<file path="src/psr_pkg.sv">
// Purpose: Shared constants for the printer serial receive port
// Assumes: 100 MHz MCLK
// Notes:   Bit rates and buffer thresholds are fixed by the port
package psr_pkg;
  localparam int          CLK_HZ      = 100000000;
  localparam int          OVERSAMPLE  = 16;
  localparam int          BAUD_1200   = 1200;
  localparam int          BAUD_4800   = 4800;
  localparam int          BAUD_9600   = 9600;
  localparam int          BAUD_19200  = 19200;
  localparam int          BUF_DEPTH   = 64;
  localparam int          PTR_W       = 6;
  localparam int          CNT_W       = 7;
  localparam logic [6:0]  XOFF_FREE   = 7'h0A;  // Below 10 free bytes
  localparam logic [6:0]  XON_FREE    = 7'h14;  // Above 20 free bytes
  localparam logic [7:0]  CODE_XOFF   = 8'h13;
  localparam logic [7:0]  CODE_XON    = 8'h11;
  localparam logic [7:0]  CODE_QMARK  = 8'h3F;
  localparam logic [3:0]  MID_SAMPLE  = 4'h7;
  localparam logic [3:0]  LAST_SAMPLE = 4'hF;
  // Switch bank bit positions
  localparam int          SW_SOFTFLOW = 0;
  localparam int          SW_PAR_EN   = 1;
  localparam int          SW_PAR_EVEN = 2;
  localparam int          SW_SEVEN    = 3;
  localparam int          SW_BAUD_LO  = 4;
  localparam int          SW_BAUD_HI  = 5;
  localparam int          SW_DISCARD  = 6;
  localparam logic [2:0]  INT_FRAME   = 3'h1;
  localparam logic [2:0]  INT_OVERRUN = 3'h2;
  localparam logic [2:0]  INT_PARITY  = 3'h4;
  // APB register byte addresses
  localparam logic [11:0] ADDR_STATUS = 12'h000;
  localparam logic [11:0] ADDR_MASK   = 12'h004;
  localparam logic [11:0] ADDR_DATA   = 12'h008;
  localparam logic [11:0] ADDR_TXSTAT = 12'h00C;
  localparam logic [11:0] ADDR_LEVEL  = 12'h010;
  localparam logic [11:0] ADDR_CONFIG = 12'h014;
endpackage : psr_pkg

</file>
<file path="src/psr_serial_port.sv">
// Purpose: Serial receive port with DTR/DSR or Xon/Xoff flow control
// Assumes: Switch bank and pins are asynchronous; one 100 MHz clock
// Notes:   Printer logic drains the buffer over APB; status bytes written over APB, sent on TXD
//
// Operation
// - Bit rate is one of 1200, 4800, 9600 or 19200, same at both ends.
// - Frames carry seven or eight data bits by setting.
// - Parity odd, even or none, by enable and even/odd settings.
// - Flow control is either DTR/DSR handshake or Xon/Xoff, by setting.
// - Errored characters are discarded or replaced by '?' per policy.
// - Host sends only while DTR ready; a character during busy in hardware mode is overrun, then dropped or replaced by '?' per policy.
// - Reception continues into the buffer regardless of print engine busy.
// - Software mode sends Xoff 13H when free space falls below 10 bytes.
// - Software mode sends Xon 11H when free space rises above 20 bytes.
// - Hardware mode holds status bytes until DSR is at space.
// - Software mode sends status bytes regardless of DSR.
// - Hardware mode drives DTR space when accepting, mark when not.
// - Settings are captured once after reset and never again.
`timescale 1ns/100ps
`default_nettype none
module psr_serial_port
  import psr_pkg::*;
(
  input  wire logic        MCLK,
  input  wire logic        RST,
  input  wire logic [7:0]  CFG_SWITCH,
  input  wire logic        RXD,
  input  wire logic        DSR,
  output logic             TXD,
  output logic             DTR,
  output logic             IRQ,
  input  wire logic        PSEL,
  input  wire logic        PENABLE,
  input  wire logic        PWRITE,
  input  wire logic [11:0] PADDR,
  input  wire logic [31:0] PWDATA,
  output logic [31:0]      PRDATA,
  output logic             PREADY,
  output logic             PSLVERR
);

  typedef enum {RX_IDLE, RX_START, RX_DATA, RX_PAR, RX_STOP} psr_rx_e;
  typedef enum {TX_IDLE, TX_START, TX_DATA, TX_PAR, TX_STOP} psr_tx_e;

  // Tick period for sixteen samples per bit, rounded down
  function automatic logic [15:0] tick_div(input logic [1:0] sel);
    int rate;
    case (sel)
      2'h0:    rate = BAUD_1200;
      2'h1:    rate = BAUD_4800;
      2'h2:    rate = BAUD_9600;
      default: rate = BAUD_19200;
    endcase
    tick_div = 16'(CLK_HZ / (rate * OVERSAMPLE));
  endfunction : tick_div

  // Parity over the active data bits
  function automatic logic par_of(input logic [7:0] d, input logic seven, input logic even);
    logic p;
    p = ^(seven ? {1'b0, d[6:0]} : d);
    par_of = even ? p : ~p;
  endfunction : par_of

  // Two-stage synchronisers for pins and switches
  logic [1:0] rxd_s_q;
  logic [1:0] dsr_s_q;
  logic [7:0] sw_s1_q;
  logic [7:0] sw_s2_q;
  always_ff @(posedge MCLK or posedge RST)
    if (RST)
    begin
      rxd_s_q <= 2'h3;
      dsr_s_q <= 2'h3;
      sw_s1_q <= 8'h00;
      sw_s2_q <= 8'h00;
    end
    else
    begin
      rxd_s_q <= {rxd_s_q[0], RXD};
      dsr_s_q <= {dsr_s_q[0], DSR};
      sw_s1_q <= CFG_SWITCH;
      sw_s2_q <= sw_s1_q;
    end
  wire rxd = rxd_s_q[1];
  wire dsr_space = ~dsr_s_q[1];

  // Settings latched once after reset; later switch changes are ignored
  logic [7:0] cfg_q;
  logic [1:0] cfg_cnt_q;
  always_ff @(posedge MCLK or posedge RST)
    if (RST)
    begin
      cfg_q     <= 8'h00;
      cfg_cnt_q <= 2'h0;
    end
    else if (cfg_cnt_q != 2'h3)
    begin
      cfg_cnt_q <= cfg_cnt_q + 2'h1;
      if (cfg_cnt_q == 2'h2)
        cfg_q <= sw_s2_q;
    end
  wire cfg_ok    = (cfg_cnt_q == 2'h3);
  wire soft_flow = cfg_q[SW_SOFTFLOW];
  wire par_en    = cfg_q[SW_PAR_EN];
  wire par_even  = cfg_q[SW_PAR_EVEN];
  wire seven     = cfg_q[SW_SEVEN];
  wire discard   = cfg_q[SW_DISCARD];
  wire [3:0] nbits = seven ? 4'h7 : 4'h8;

  // Sixteen-times tick, shared by receiver and transmitter
  logic [15:0] div_q;
  logic        tick_q;
  always_ff @(posedge MCLK or posedge RST)
    if (RST)
    begin
      div_q  <= 16'h0000;
      tick_q <= 1'b0;
    end
    else
    begin
      tick_q <= 1'b0;
      if (div_q >= tick_div(cfg_q[SW_BAUD_HI:SW_BAUD_LO]) - 16'h0001)
      begin
        div_q  <= 16'h0000;
        tick_q <= cfg_ok;
      end
      else
        div_q <= div_q + 16'h0001;
    end

  // Input buffer storage and level
  logic [7:0]       buf_mem [BUF_DEPTH];
  logic [PTR_W-1:0] wr_ptr_q;
  logic [PTR_W-1:0] rd_ptr_q;
  logic [CNT_W-1:0] level_q;
  wire [CNT_W-1:0]  free_cnt = CNT_W'(BUF_DEPTH) - level_q;
  wire              buf_full = (level_q == CNT_W'(BUF_DEPTH));

  // Receiver: centre sampling at count seven of sixteen
  psr_rx_e    rx_st_q;
  logic [3:0] rx_ph_q;
  logic [3:0] rx_bit_q;
  logic [7:0] rx_sh_q;
  logic       rx_perr_q;
  logic       rx_done_q;
  logic       rx_ferr_q;
  always_ff @(posedge MCLK or posedge RST)
    if (RST)
    begin
      rx_st_q   <= RX_IDLE;
      rx_ph_q   <= 4'h0;
      rx_bit_q  <= 4'h0;
      rx_sh_q   <= 8'h00;
      rx_perr_q <= 1'b0;
      rx_done_q <= 1'b0;
      rx_ferr_q <= 1'b0;
    end
    else
    begin
      rx_done_q <= 1'b0;
      if (tick_q)
      begin
        rx_ph_q <= rx_ph_q + 4'h1;
        case (rx_st_q)
          RX_IDLE:
            if (!rxd)
            begin
              rx_st_q <= RX_START;
              rx_ph_q <= 4'h0;
            end
          RX_START:
            if (rx_ph_q == MID_SAMPLE)
            begin
              rx_ph_q  <= 4'h0;
              rx_bit_q <= 4'h0;
              rx_sh_q  <= 8'h00;
              rx_st_q  <= rxd ? RX_IDLE : RX_DATA; // glitch rejected
            end
          RX_DATA:
            if (rx_ph_q == LAST_SAMPLE)
            begin
              rx_sh_q[rx_bit_q[2:0]] <= rxd;
              rx_bit_q <= rx_bit_q + 4'h1;
              if (rx_bit_q == nbits - 4'h1)
                rx_st_q <= par_en ? RX_PAR : RX_STOP;
            end
          RX_PAR:
            if (rx_ph_q == LAST_SAMPLE)
            begin
              rx_perr_q <= (rxd != par_of(rx_sh_q, seven, par_even));
              rx_st_q   <= RX_STOP;
            end
          RX_STOP:
            if (rx_ph_q == LAST_SAMPLE)
            begin
              rx_ferr_q <= ~rxd;
              rx_done_q <= 1'b1;
              rx_st_q   <= RX_IDLE;
              if (!par_en)
                rx_perr_q <= 1'b0;
            end
          default: rx_st_q <= RX_IDLE;
        endcase
      end
    end

  // Receive gate; DTR and Xoff say busy well before the buffer is full
  logic busy_q;
  wire  overrun = rx_done_q & (buf_full | (~soft_flow & busy_q));
  wire  rx_err  = rx_ferr_q | rx_perr_q | overrun;
  wire  push    = rx_done_q & ~buf_full & ~(rx_err & discard);
  wire  [7:0] push_data = rx_err ? CODE_QMARK : rx_sh_q;

  // APB decode
  wire  apb_acc = PSEL & PENABLE;
  wire  apb_wr  = apb_acc & PWRITE;
  wire  pop     = apb_acc & ~PWRITE & (PADDR == ADDR_DATA) & (level_q != '0);
  logic tx_req_q;
  logic [7:0] tx_stat_q;

  // Buffer write and read pointers
  always_ff @(posedge MCLK)
    if (push)
      buf_mem[wr_ptr_q] <= push_data;
  always_ff @(posedge MCLK or posedge RST)
    if (RST)
    begin
      wr_ptr_q <= '0;
      rd_ptr_q <= '0;
      level_q  <= '0;
    end
    else
    begin
      if (push)
        wr_ptr_q <= wr_ptr_q + PTR_W'(1);
      if (pop)
        rd_ptr_q <= rd_ptr_q + PTR_W'(1);
      level_q <= level_q + CNT_W'(push) - CNT_W'(pop);
    end

  // Busy with hysteresis: set below 10 free, clear above 20 free
  always_ff @(posedge MCLK or posedge RST)
    if (RST)
      busy_q <= 1'b0;
    else if (free_cnt < XOFF_FREE)
      busy_q <= 1'b1;
    else if (free_cnt > XON_FREE)
      busy_q <= 1'b0;

  // DTR is mark (1) while busy in hardware mode
  always_ff @(posedge MCLK or posedge RST)
    if (RST)
      DTR <= 1'b1;
    else
      DTR <= soft_flow ? 1'b0 : (busy_q | ~cfg_ok);

  // Flow codes pending on busy edges, software mode only
  logic busy_d1_q;
  logic xoff_pend_q;
  logic xon_pend_q;
  psr_tx_e    tx_st_q;
  logic [3:0] tx_ph_q;
  logic [3:0] tx_bit_q;
  logic [7:0] tx_sh_q;
  logic       tx_par_q;
  wire  tx_free  = (tx_st_q == TX_IDLE) & tx_ph_q == 4'h0;
  wire  tx_go_fl = tx_free & (xoff_pend_q | xon_pend_q);
  wire  tx_go_st = tx_free & ~tx_go_fl & tx_req_q & (soft_flow | dsr_space);
  always_ff @(posedge MCLK or posedge RST)
    if (RST)
    begin
      busy_d1_q   <= 1'b0;
      xoff_pend_q <= 1'b0;
      xon_pend_q  <= 1'b0;
    end
    else
    begin
      busy_d1_q <= busy_q;
      if (soft_flow & busy_q & ~busy_d1_q)
      begin
        xoff_pend_q <= 1'b1;
        xon_pend_q  <= 1'b0;
      end
      else if (soft_flow & ~busy_q & busy_d1_q)
      begin
        xon_pend_q  <= 1'b1;
        xoff_pend_q <= 1'b0;
      end
      else if (tx_go_fl)
      begin
        xoff_pend_q <= 1'b0;
        xon_pend_q  <= 1'b0;
      end
    end

  // Transmitter, same frame format as reception
  always_ff @(posedge MCLK or posedge RST)
    if (RST)
    begin
      tx_st_q  <= TX_IDLE;
      tx_ph_q  <= 4'h0;
      tx_bit_q <= 4'h0;
      tx_sh_q  <= 8'h00;
      tx_par_q <= 1'b0;
      TXD      <= 1'b1;
    end
    else if (tx_go_fl | tx_go_st)
    begin
      tx_sh_q  <= tx_go_fl ? (xoff_pend_q ? CODE_XOFF : CODE_XON) : tx_stat_q;
      tx_par_q <= par_of(tx_go_fl ? (xoff_pend_q ? CODE_XOFF : CODE_XON) : tx_stat_q, seven, par_even);
      tx_st_q  <= TX_START;
      tx_ph_q  <= 4'h0;
      tx_bit_q <= 4'h0;
    end
    else if (tick_q)
    begin
      tx_ph_q <= tx_ph_q + 4'h1;
      case (tx_st_q)
        TX_IDLE:  TXD <= 1'b1;
        TX_START: TXD <= 1'b0;
        TX_DATA:  TXD <= tx_sh_q[tx_bit_q[2:0]];
        TX_PAR:   TXD <= tx_par_q;
        TX_STOP:  TXD <= 1'b1;
        default:  TXD <= 1'b1;
      endcase
      if (tx_ph_q == LAST_SAMPLE && tx_st_q != TX_IDLE)
        case (tx_st_q)
          TX_START: tx_st_q <= TX_DATA;
          TX_DATA:
          begin
            tx_bit_q <= tx_bit_q + 4'h1;
            if (tx_bit_q == nbits - 4'h1)
              tx_st_q <= par_en ? TX_PAR : TX_STOP;
          end
          TX_PAR:  tx_st_q <= TX_STOP;
          default: tx_st_q <= TX_IDLE;
        endcase
      else if (tx_st_q == TX_IDLE)
        tx_ph_q <= 4'h0;
    end

  // Status byte request: set by software write, cleared when sent
  always_ff @(posedge MCLK or posedge RST)
    if (RST)
    begin
      tx_req_q  <= 1'b0;
      tx_stat_q <= 8'h00;
    end
    else if (apb_wr && PADDR == ADDR_TXSTAT && !tx_req_q)
    begin
      tx_req_q  <= 1'b1;
      tx_stat_q <= PWDATA[7:0];
    end
    else if (tx_go_st)
      tx_req_q <= 1'b0;

  // Sticky error status, write one to clear; a new event wins over the clear
  logic [2:0] stat_q;
  logic [2:0] mask_q;
  wire  [2:0] ev = {rx_done_q & rx_perr_q, overrun, rx_done_q & rx_ferr_q};
  always_ff @(posedge MCLK or posedge RST)
    if (RST)
    begin
      stat_q <= 3'h0;
      mask_q <= 3'h0;
    end
    else
    begin
      stat_q <= (stat_q & ~((apb_wr && PADDR == ADDR_STATUS) ? PWDATA[2:0] : 3'h0)) | ev;
      if (apb_wr && PADDR == ADDR_MASK)
        mask_q <= PWDATA[2:0];
    end
  assign IRQ = |(stat_q & mask_q);

  // Read mux; zero-wait slave, unmapped addresses answer with an error
  logic known;
  always_comb
  begin
    known  = 1'b1;
    PRDATA = 32'h00000000;
    case (PADDR)
      ADDR_STATUS: PRDATA = {29'h0, stat_q};
      ADDR_MASK:   PRDATA = {29'h0, mask_q};
      ADDR_DATA:   PRDATA = {23'h0, level_q == '0, buf_mem[rd_ptr_q]};
      ADDR_TXSTAT: PRDATA = {31'h0, tx_req_q};
      ADDR_LEVEL:  PRDATA = {24'h0, busy_q, level_q};
      ADDR_CONFIG: PRDATA = {24'h0, cfg_q};
      default:     known  = 1'b0;
    endcase
  end
  assign PREADY  = 1'b1;
  assign PSLVERR = apb_acc & ~known;

  // Checks
  overrun_drop_a: assert property (@(posedge MCLK) disable iff (RST)
    (rx_done_q && !soft_flow && busy_q && discard) |=> $stable(wr_ptr_q))
    else $error("Char during busy was stored");
  dtr_mark_a: assert property (@(posedge MCLK) disable iff (RST)
    (!soft_flow && cfg_ok && busy_q) |=> DTR)
    else $error("DTR not mark while busy");
  xoff_send_a: assert property (@(posedge MCLK) disable iff (RST)
    (soft_flow && busy_q && !busy_d1_q && tx_free) |=>
      ((xoff_pend_q && tx_sh_q != CODE_XON) or (##1 tx_sh_q == CODE_XOFF)))
    else $error("Xoff not queued");
  xon_send_a: assert property (@(posedge MCLK) disable iff (RST)
    (soft_flow && !busy_q && busy_d1_q) |-> ##1 xon_pend_q)
    else $error("Xon not queued");
  dsr_hold_a: assert property (@(posedge MCLK) disable iff (RST)
    (tx_go_st && !soft_flow) |-> dsr_space)
    else $error("Status sent while DSR mark");
  cfg_frozen_a: assert property (@(posedge MCLK) disable iff (RST)
    cfg_ok |=> $stable(cfg_q))
    else $error("Settings changed after capture");
  qmark_sub_a: assert property (@(posedge MCLK) disable iff (RST)
    (push && rx_err) |=> buf_mem[$past(wr_ptr_q)] == CODE_QMARK)
    else $error("Errored char not replaced");
  ferr_flag_a: assert property (@(posedge MCLK) disable iff (RST)
    (rx_done_q && rx_ferr_q) |=> stat_q[0])
    else $error("Framing error not flagged");
  busy_hyst_a: assert property (@(posedge MCLK) disable iff (RST)
    (free_cnt < XOFF_FREE) |=> busy_q)
    else $error("Busy not raised below threshold");
  rx_char_c: cover property (@(posedge MCLK) disable iff (RST) push && !rx_err);
  xoff_c:    cover property (@(posedge MCLK) disable iff (RST) tx_go_fl && xoff_pend_q);
  xon_c:     cover property (@(posedge MCLK) disable iff (RST) tx_go_fl && xon_pend_q);
  status_c:  cover property (@(posedge MCLK) disable iff (RST) tx_go_st);
endmodule : psr_serial_port
`default_nettype wire

</file>
<file path="config.mk">
export PLATFORM = sky130hd
export DESIGN_NAME = psr_serial_port
export DESIGN_NICKNAME = d
export VERILOG_FILES = /design/src/psr_pkg.sv /design/src/psr_serial_port.sv
export SDC_FILE = /design/constraint.sdc
export NUM_CORES = 1
export LEC_CHECK = 0
export ABC_AREA = 1
export BUFFER_PORTS_ARGS = -buffer_cell sky130_fd_sc_hd__clkbuf_2
export CORE_MARGIN = 4
export CORE_UTILIZATION = 45
export CTS_CLUSTER_DIAMETER = 80
export CTS_CLUSTER_SIZE = 24
export DETAILED_ROUTE_END_ITERATION = 6
export GPL_TIMING_DRIVEN = 0
export SYNTH_ARGS = -nofsm -noshare
export SYNTH_HDL_FRONTEND = slang
export SYNTH_SLANG_ARGS = --single-unit
</file>
<file path="constraint.sdc">
create_clock -name MCLK -period 5.7 [get_ports MCLK]
set_input_delay 0.57 -clock MCLK [delete_from_list [all_inputs] [get_ports MCLK]]
set_output_delay 0.57 -clock MCLK [all_outputs]
set_load 0.01 [all_outputs]
</file>
* Word-level counts from Yosys, hierarchy flattened
Memory sizes are Yosys's and may differ from the RTL's.
Index checks and enable logic that the tools add are counted.
** Storage, ports and cells
- Flip-flop bits (word level) :: 187
- Latch bits :: 0
- RAM bits :: 512
- Bits in read-only memories :: 0
- Output and inout port bits :: 37
- Word-level logic and storage cells :: 238
- Memories kept :: 1
** Memories
- buf_mem :: depth 64, bits a word 8, rd ports 1, clocked after Yosys merged registers in 0, write ports 1, line psr_serial_port.sv:132 : logic [7:0] buf_mem [BUF_DEPTH];
** Cells by class
- Add/sub/neg operators :: 13
- Multipliers :: 0
- Divide/modulo/power cells :: 1
- $lt $le $gt $ge :: 6
- Eq/ne operators :: 32
- Shift operators :: 0
- Mux-type cells :: 70
- Bitwise operators :: 47
- Reduce and logical (&&, ||, !) cells :: 35
** Operator list (number)
- 32-bit 2-to-1 mux :: 10
- 32-bit case mux with 5 select lines :: 1
- 32-bit by 2-bit equality test with 1-bit output (second input constant) :: 4
- 32-bit case mux with 3 select lines :: 1
- 32-bit by 1-bit equality test with 1-bit output (second input constant) :: 2
- 32-bit zero test :: 2
- 9-bit case mux with 6 select lines :: 1
- 4-bit 2-to-1 mux :: 13
- 8-bit 2-to-1 mux :: 6
- 15-bit case mux with 3 select lines :: 1
- 28-bit by 32-bit divider with 32-bit output (first input constant) :: 1
- 32-bit by 3-bit equality test with 1-bit output (second input constant) :: 1
- 32-bit nonzero test :: 1
- 12-bit by 4-bit equality test with 1-bit output (second input constant) :: 2
- 12-bit by 5-bit equality test with 1-bit output (second input constant) :: 2
- 1-bit 2-to-1 mux :: 24
- 1-bit bitwise AND :: 22
- 16-bit by 1-bit adder with 16-bit output (second input constant) :: 1
- 4-bit by 1-bit adder with 4-bit output (second input constant) :: 4
- 16-bit greater-or-equal comparator :: 1
- 16-bit 2-to-1 mux :: 1
- 2-bit inequality test (second input constant) :: 8
- 4-bit case mux with 2 select lines :: 2
- 8-bit case mux with 2 select lines :: 1
- other kinds (49) :: 92

* Logic depth before layout (Yosys ltp)
Gate-level depths: netlist of run 1.
- Depth after elaboration :: 10
- Depth in mapped cells :: 56

* Worst setup path after synthesis of run 1
Ideal clock, no wire load.
- Path type :: reg-to-reg
- Start :: reg cfg_q[5]
- End :: reg div_q[12]
- Library setup time :: 0.134 ns
- Arrival time :: 5.895 ns
- Path slack :: -0.329 ns
- Cell stages (with the launch flop) :: 55
- Path buffers :: 3
- Clock period less this slack :: 6.029 ns
- Cell sequence :: dfrtp_1 > inv_1 > ha_1 > buf_4 > inv_1 > ha_1 > buf_2 > nand2_1 > nor2_1 > nand2_1 > nand3_2 > nand2_2 > nand3_1 > o21ai_0 > ha_1 > a21oi_1 > nand2_4 > nand2_2 > [... 19 more ...] > nand2_2 > nand3_1 > nand2_1 > nand2_2 > nand2_1 > nand2_1 > nand2_1 > nand2_1 > nor2_1 > nor2_1 > a21oi_1 > ha_1 > nand4_1 > o211ai_1 > nand4_1 > nand3_1 > clkbuf_1 > nor3b_1
** Between the ends
- Cells in the longest elaborated chain, start to end :: 6
** RTL lines
- start: declaration :: line psr_serial_port.sv:88 : logic [7:0] cfg_q;
- start signal: assignment :: line psr_serial_port.sv:100 : cfg_q <= sw_s2_q;
- 2-bit equality test (tied with other cells) :: line psr_serial_port.sv:48 : case (sel)
- 15-bit case mux with 3 select lines * :: line psr_serial_port.sv:48
- 28-bit by 32-bit divider with 32-bit output * :: line psr_serial_port.sv:54 : tick_div = 16'(CLK_HZ / (rate * OVERSAMPLE));
- 16-bit by 1-bit subtractor with 16-bit output * :: line psr_serial_port.sv:122 : if (div_q >= tick_div(cfg_q[SW_BAUD_HI:SW_BAUD_LO]) - 16'h0001)
- 16-bit greater-or-equal comparator * :: line psr_serial_port.sv:122
- 16-bit 2-to-1 mux * :: line psr_serial_port.sv:122
- end signal: assignment :: line psr_serial_port.sv:128 : div_q <= div_q + 16'h0001;
- end: declaration :: line psr_serial_port.sv:111 : logic [15:0] div_q;
Mark *: on every way between the ends. The rest lies on a longest branch, timed or not.
A chain may end at the register's enable or synchronous reset.

* Worst setup path in the final report of run 1
Same ends and word-level chain as after synthesis.

==> results of run 1 <==
## cells by family (layout without fill, tap and decap cells)
group | count (synthesis) | after routing | synth area share, %
AND/OR/NAND/NOR | 832 | 832 | 12.7
XOR/XNOR | 41 | 41 | 1.29
multiplexers | 5 | 5 | 0.202
buffers and inverters | 300 | 460 | 4.44
adder cells (fa/ha/maj) | 55 | 55 | 2.49
flip-flops | 641 | 641 | 66.7
other | 2 | 25 | 0.0269
AO/OA/AOI/OAI | 586 | 586 | 12.2
## routing by layer
| layer | vias to the layer above | track usage, % | part of all wire (%) |
|---|---|---|---|
| met4 | 5 | 9.65 | 4.1 |
| met2 | 1105 | 41.1 | 46 |
| met5 | - | 0 | 0.053 |
| met1 | 10100 | 34.8 | 39 |
| met3 | 220 | 6.78 | 11 |
| li1 | 9098 | - | - |
## area by class of cell
class                           count  share of cell area [%]
Tap cell                          837                    3.32
Sequential cell                   641                    59.1
Timing Repair Buffer              105                    2.56
Multi-Input combinational cell   1544                    27.6
Clock buffer                       44                    2.95
Clock inverter                     14                   0.393
Buffer                            142                    2.18
Inverter                          155                    1.96
## synthesized netlist by cell type, types with 3 or more instances
cell | number | share of area, %
buf_2 | 3 | 0.054
inv_1 | 142 | 1.9
nand3_1 | 108 | 1.9
a21oi_1 | 57 | 1.0
nor3b_1 | 7 | 0.19
mux2_2 | 5 | 0.20
clkbuf_1 | 112 | 1.5
xnor2_1 | 11 | 0.35
a31oi_1 | 9 | 0.20
buf_4 | 29 | 0.78
dfstp_2 | 6 | 0.56
nand2_4 | 3 | 0.12
nand2_1 | 224 | 3.0
nor3_1 | 26 | 0.47
dfrtp_1 | 123 | 11
nor4_1 | 3 | 0.067
a32o_1 | 7 | 0.25
nand4_1 | 33 | 0.74
nand2_2 | 15 | 0.34
o211ai_1 | 20 | 0.54
o22ai_1 | 92 | 2.1
clkinv_1 | 5 | 0.067
nand3_2 | 8 | 0.29
nor2_1 | 398 | 5.4
o21a_1 | 4 | 0.11
o221ai_1 | 53 | 1.7
inv_2 | 8 | 0.11
ha_1 | 54 | 2.4
xor2_1 | 30 | 0.94
o21ai_0 | 327 | 5.9
edfxtp_1 | 512 | 55
## power breakdown
part / switching, mW / internal, mW / total, mW
Clock: 1.57 / 1.20 / 2.77
Combinational: 0.763 / 0.348 / 1.11
Sequential: 0.0962 / 5.39 / 5.49
Total: 2.43 / 6.94 / 9.37
## worst paths after layout
kind	cells past startpoint	to	start
worst max-delay path	52	div_q[12]	cfg_q[5]
worst min-delay path	1	rxd_s_q[0]	RXD
worst max register to register	52	div_q[12]	cfg_q[5]
worst min register to register	0	sw_s2_q[1]	sw_s1_q[1]
max in group asynchronous	4	rxd_s_q[0]	RST
min in group asynchronous	3	sw_s2_q[7]	RST
## state kept, by name, indices dropped and copies added, names as in the netlist, 4 cells and up
signal and cells:
buf_mem 512, cfg_q 8, div_q 16, level_q 7, rd_ptr_q 6, rx_bit_q 4, rx_ph_q 4, rx_sh_q 8
sw_s1_q 8, sw_s2_q 8, tx_bit_q 4, tx_ph_q 4, tx_sh_q 8, tx_stat_q 8, wr_ptr_q 6
## repair_timing
| item | in CTS | in global routing |
|---|---|---|
| hold endpoints to repair | 29 | 0 |
| buffers inserted | 33 | 13 |
| cloned | 1 | 0 |
| pin swaps | 30 | 45 |
| endpoints found under the setup margin | 16 | 16 |
| gates resized for setup | 75 | 57 |
| hold buffers | 1 | 0 |
==> out/qor.csv, run 1 <==
stage;metric;value;unit
sta;unrepaired setup endpoints after global routing;true;
worst_setup_path;most used cell, CP;nand2_4;
sta;final hold slack;0.0526;ns
cts;CTS clock-pin slew for the worst setup and hold paths;0.09;ns
global_routing;largest net degree at the start of global routing;98;
die;Initial Util;45.3;%
layout;sequential cell area;18600;um^2
sta;setup_tns;-0.0387;ns
power;Power Total;9.37;mW
layout;fin util;51.2;%
layout;Area Overhead vs Synth;12.9;%
synth;synthesized instance count;2462;
worst_setup_path;worst stage delay on the critical path;0.50;ns
synth;number of enable flip-flop cells after synthesis;512;
synth;synthesized area;27900;um^2
die;DIE AREA;66100;um^2
synth;async set-reset flop share out of synthesis;20.1;%
cts;H-tree depth;2;
sta;Final period util;100;%
worst_setup_path;Reg2Reg Setup Slack;-0.03;ns
sta;Final Hold Fails;0;
sta;Worst-Margin Slew;1.23;ns
placement;pre-CTS setup slack;-1.05;ns
layout;number of fill cells;5422;
sta;Slew Limit Fails;0;
synth;synth warn;0;
global_routing;first-pass GRT wire length;128000;um
drt;drt first pass iters;6;
synth;post-synthesis sequential area ratio;66.7;%
sta;Final Critical Period;5.73;ns
worst_setup_path;Crit path required time;6.20;ns
cts;Clock Path Buffers;3;
synth;flops & latches, synth;641;
drt;vias per cell;5.90;
worst_setup_path;Bufs and invs on worst path;6;
synth;most used flip-flop cell after synthesis;edfxtp_1;
layout;share of post-route cells with drive strength above 1;12.1;%
global_routing;number of global-route vias before repair;19700;
drt;post-route ant nets;0;
placement;HPWL Detailed;59100;um
worst_setup_path;CP Data Arrival Time;6.23;ns
cts;Clock Sinks;641;
placement;placed cells;3378;
worst_setup_path;critical path startpoint category;flop;
power;PD cells;297;nW/um^2
placement;Placer Congestion;1.02;
layout;most frequent cells in the layout;edfxtp_1, nor2_1, o21ai_0;
worst_setup_path;Worst path slowest cell;dfrtp_2;
sta;Fmax achieved;175;MHz
sta;post-route setup slack;-0.0271;ns
layout;diode count;0;
layout;post-route insts no fill;3482;
cts;CTS tree;done;
drt;Remaining DRCs;0;
worst_setup_path;CP Capture Type;flop;
die;Core Area;61600;um^2
status;status;finished, violations left;
cts;CTS Buf Count;35;
layout;multi-input gate area in the final layout;8690;um^2
die;Boundary Pins;96;
drt;DR vias;20500;
flow_run;Max Cap Violations;0;
power;Peak VDD IR;0.227;mV
drt;1st-iter DRT viols;2734;
synth;Unique masters post-synth;53;
worst_setup_path;CP max FO;6;
cts;Skew-Pair Late Insertion Delay;0.62;ns
placement;dpl cell area;29500;um^2
die;Chip Height;257;um
status;failing checks;negative setup slack;
cts;Clock Root Buffer;clkbuf_16;
placement;# port buffers;47;
worst_hold_path;worst hold path type;input pin to flop;
die;Chip Width;257;um
worst_setup_path;CP delay by family, top;simple AND/OR/NAND/NOR gates;
power;leakage power;11.0;nW
global_routing;total global-route track usage;26.0;%
sta;skew final;0.0486;ns
sta;# setup viols final;3;
global_routing;initial antenna violation count;1;
layout;# nets final;2738;
drt;wire per inst;25.3;um
sta;max_slew headroom;17.6;%
layout;Final Cell Area;31500;um^2
global_routing;total gr overflow;0;
drt;Post-Route WL;88200;um
die;row count;91;
layout;most common cell after layout, fill and taps aside;edfxtp_1;
worst_setup_path;crit path kind;flop to flop;
synth;syn_area_per_cell;11.3;um^2
Note: power is estimated with default switching activity, not from simulation.
==> run 2: changes to the inputs <==
CORE_UTILIZATION = 49   (was 45)
HOLD_SLACK_MARGIN = 0.05   (was unset)
PLACE_DENSITY = 0.68   (was unset)
REMOVE_ABC_BUFFERS = 1   (was unset)
==> run 2 against run 1 <==
Compared with the run above:
- the flow still finishes with violations (negative setup slack)
- clock skew shrank 0.0084 ns
- largest power group unchanged
- total power fell by 0.65%
- critical endpoint is now div_q[8]
- sequential share of layout area increased by 1.3 points
- via count down 6.6%
- fmax fell by 3.4%
- die area fell by 7.9%
- register-to-register slack got worse by 0.20 ns
==> out/qor.csv, run 2 (synthesized netlist as in run 1, its figures left out) <==
stage;metric;value;unit
drt;Post-Route WL;68100;um
worst_hold_path;worst hold path type;input pin to flop;
global_routing;total global-route track usage;21.8;%
die;Chip Height;247;um
layout;sequential cell area;18600;um^2
layout;multi-input gate area in the final layout;8630;um^2
worst_setup_path;CP max FO;8;
drt;post-route ant nets;0;
global_routing;number of global-route vias before repair;18400;
layout;largest reg by FF count;buf_mem;
power;Peak VDD IR;0.238;mV
sta;Slew Limit Fails;0;
drt;vias per cell;5.88;
die;row count;87;
layout;number of fill cells;4723;
sta;Final period util;104;%
die;Initial Util;49.5;%
layout;share of post-route cells with drive strength above 1;11.4;%
global_routing;total gr overflow;0;
cts;CTS Buf Count;35;
global_routing;largest net degree at the start of global routing;147;
global_routing;first-pass GRT wire length;104000;um
global_routing;initial antenna violation count;2;
power;Power Total;9.31;mW
layout;# nets final;2601;
drt;DR vias;19200;
cts;H-tree depth;2;
worst_setup_path;most used cell, CP;nand2_2;
drt;wire per inst;20.9;um
cts;Clock Path Buffers;3;
status;failing checks;negative setup slack;
die;DIE AREA;60800;um^2
drt;drt first pass iters;6;
layout;max reg flops;512;
worst_setup_path;worst stage delay on the critical path;0.45;ns
worst_setup_path;Crit path required time;6.19;ns
drt;Remaining DRCs;0;
worst_setup_path;crit path kind;flop to flop;
placement;Placer Congestion;0.863;
worst_setup_path;Worst path slowest cell;dfrtp_2;
drt;1st-iter DRT viols;1803;
placement;HPWL Detailed;41300;um
cts;CTS clock-pin slew for the worst setup and hold paths;0.11;ns
sta;# setup viols final;16;
sta;post-route setup slack;-0.226;ns
die;Chip Width;247;um
sta;max_slew headroom;4.67;%
power;PD cells;302;nW/um^2
cts;Clock Sinks;641;
layout;biggest regs;buf_mem (512), div_q (16);
layout;Area Overhead vs Synth;10.6;%
placement;dpl cell area;28900;um^2
layout;Final Cell Area;30900;um^2
sta;Final Hold Fails;0;
sta;unrepaired setup endpoints after global routing;true;
power;leakage power;10.8;nW
placement;# port buffers;47;
worst_setup_path;critical path startpoint category;flop;
worst_setup_path;CP Capture Type;flop;
die;Boundary Pins;96;
cts;CTS tree;done;
die;Core Area;56400;um^2
layout;most frequent cells in the layout;edfxtp_1, nor2_1, o21ai_0;
sta;skew final;0.0402;ns
status;status;finished, violations left;
worst_setup_path;CP Data Arrival Time;6.41;ns
cts;Skew-Pair Late Insertion Delay;0.60;ns
sta;Worst-Margin Slew;1.43;ns
layout;most common cell after layout, fill and taps aside;edfxtp_1;
sta;Final Critical Period;5.93;ns
sta;Fmax achieved;169;MHz
cts;Clock Root Buffer;clkbuf_16;
flow_run;Max Cap Violations;0;
==> run 2: changes by cell type in the layout (fill, tap and decap cells not counted), sizes merged <==
| cell | change |
|---|---|
| buf | -27 |
| clkinvlp | +1 |
| dlygate4sd3 | +2 |
| clkinv | -4 |
| clkbuf | -109 |
| inv | -3 |
| diode | +1 |
| nand3 | +1 |
==> run 2: what timing repair did <==
action                                 in CTS  in global routing
setup endpoints to repair                  16                 16
pin swaps                                  25                 38
gates resized for setup                    73                 38
endpoints found under the hold margin      28                  0
cloned                                      1                  0
hold buffers                                3                  0
setup buffers                              22                 21
==> run 2: layout make-up <==
type	instances	area share [%]
tap	756	3.06
antenna	1	0.00811
multi-input combinational	1545	27.9
timing repair buffer	109	3.17
clock inverter	8	0.385
inverter	155	2.04
sequential	641	60.3
clock buffer	48	3.06
==> run 2: power breakdown <==
group	switching [mW]	total [mW]	internal (mW)
clock	1.52	2.73	1.21
sequential	0.0989	5.49	5.39
combinational	0.755	1.09	0.332
total	2.37	9.31	6.94
==> run 2: layer usage <==
| layer | routed length (um) | track usage (%) | up-vias | share of wire (%) |
|---|---|---|---|---|
| li1 | - | - | 8808 | - |
| met3 | 4880 | 3.64 | 158 | 7.2 |
| met1 | 27600 | 29.3 | 9458 | 41 |
| met4 | 2700 | 8.78 | 2 | 4.0 |
| met5 | 13 | 0 | - | 0.019 |
| met2 | 32900 | 35.8 | 749 | 48 |
==> run 2: per-stage QoR <==
stage	instances	setup WS, ns	util, %	TNS [ns]	hold WS (ns)
CTS	3240	0.0114	54.1	0	0.0629
global placement	3143	-13.96	50.6	-160.98	0.332
finish	3263	-0.226	54.7	-2.60	0.0876
global route	3262	-0.561	54.7	-7.69	0.0751
floorplan	2340	-4.78	-	-46.53	0.331
detailed placement	3158	-1.70	51.3	-25.67	0.335
==> run 2: path summary, 6_finish.rpt <==
check	depth (start not counted)	start	end	slack (ns)
hold / removal	1	CFG_SWITCH[1]	sw_s1_q[1]	0.09
min in group asynchronous	3	RST	tx_st_q[0]	0.57
setup / recovery	52	cfg_q[4]	div_q[8]	-0.23
max in group asynchronous	4	RST	rxd_s_q[0]	4.35
setup reg to reg	52	cfg_q[4]	div_q[8]	-0.23
hold reg to reg	0	sw_s1_q[5]	sw_s2_q[5]	0.34
==> run 2: worst max-delay path: cells and delay by family (launching register included) <==
kind	cells	cell delay (ns)
flops	1	0.45
fa+ha+maj	3	0.68
simple gates	38	3.39
compound gates	5	0.48
buf+inv	6	0.86
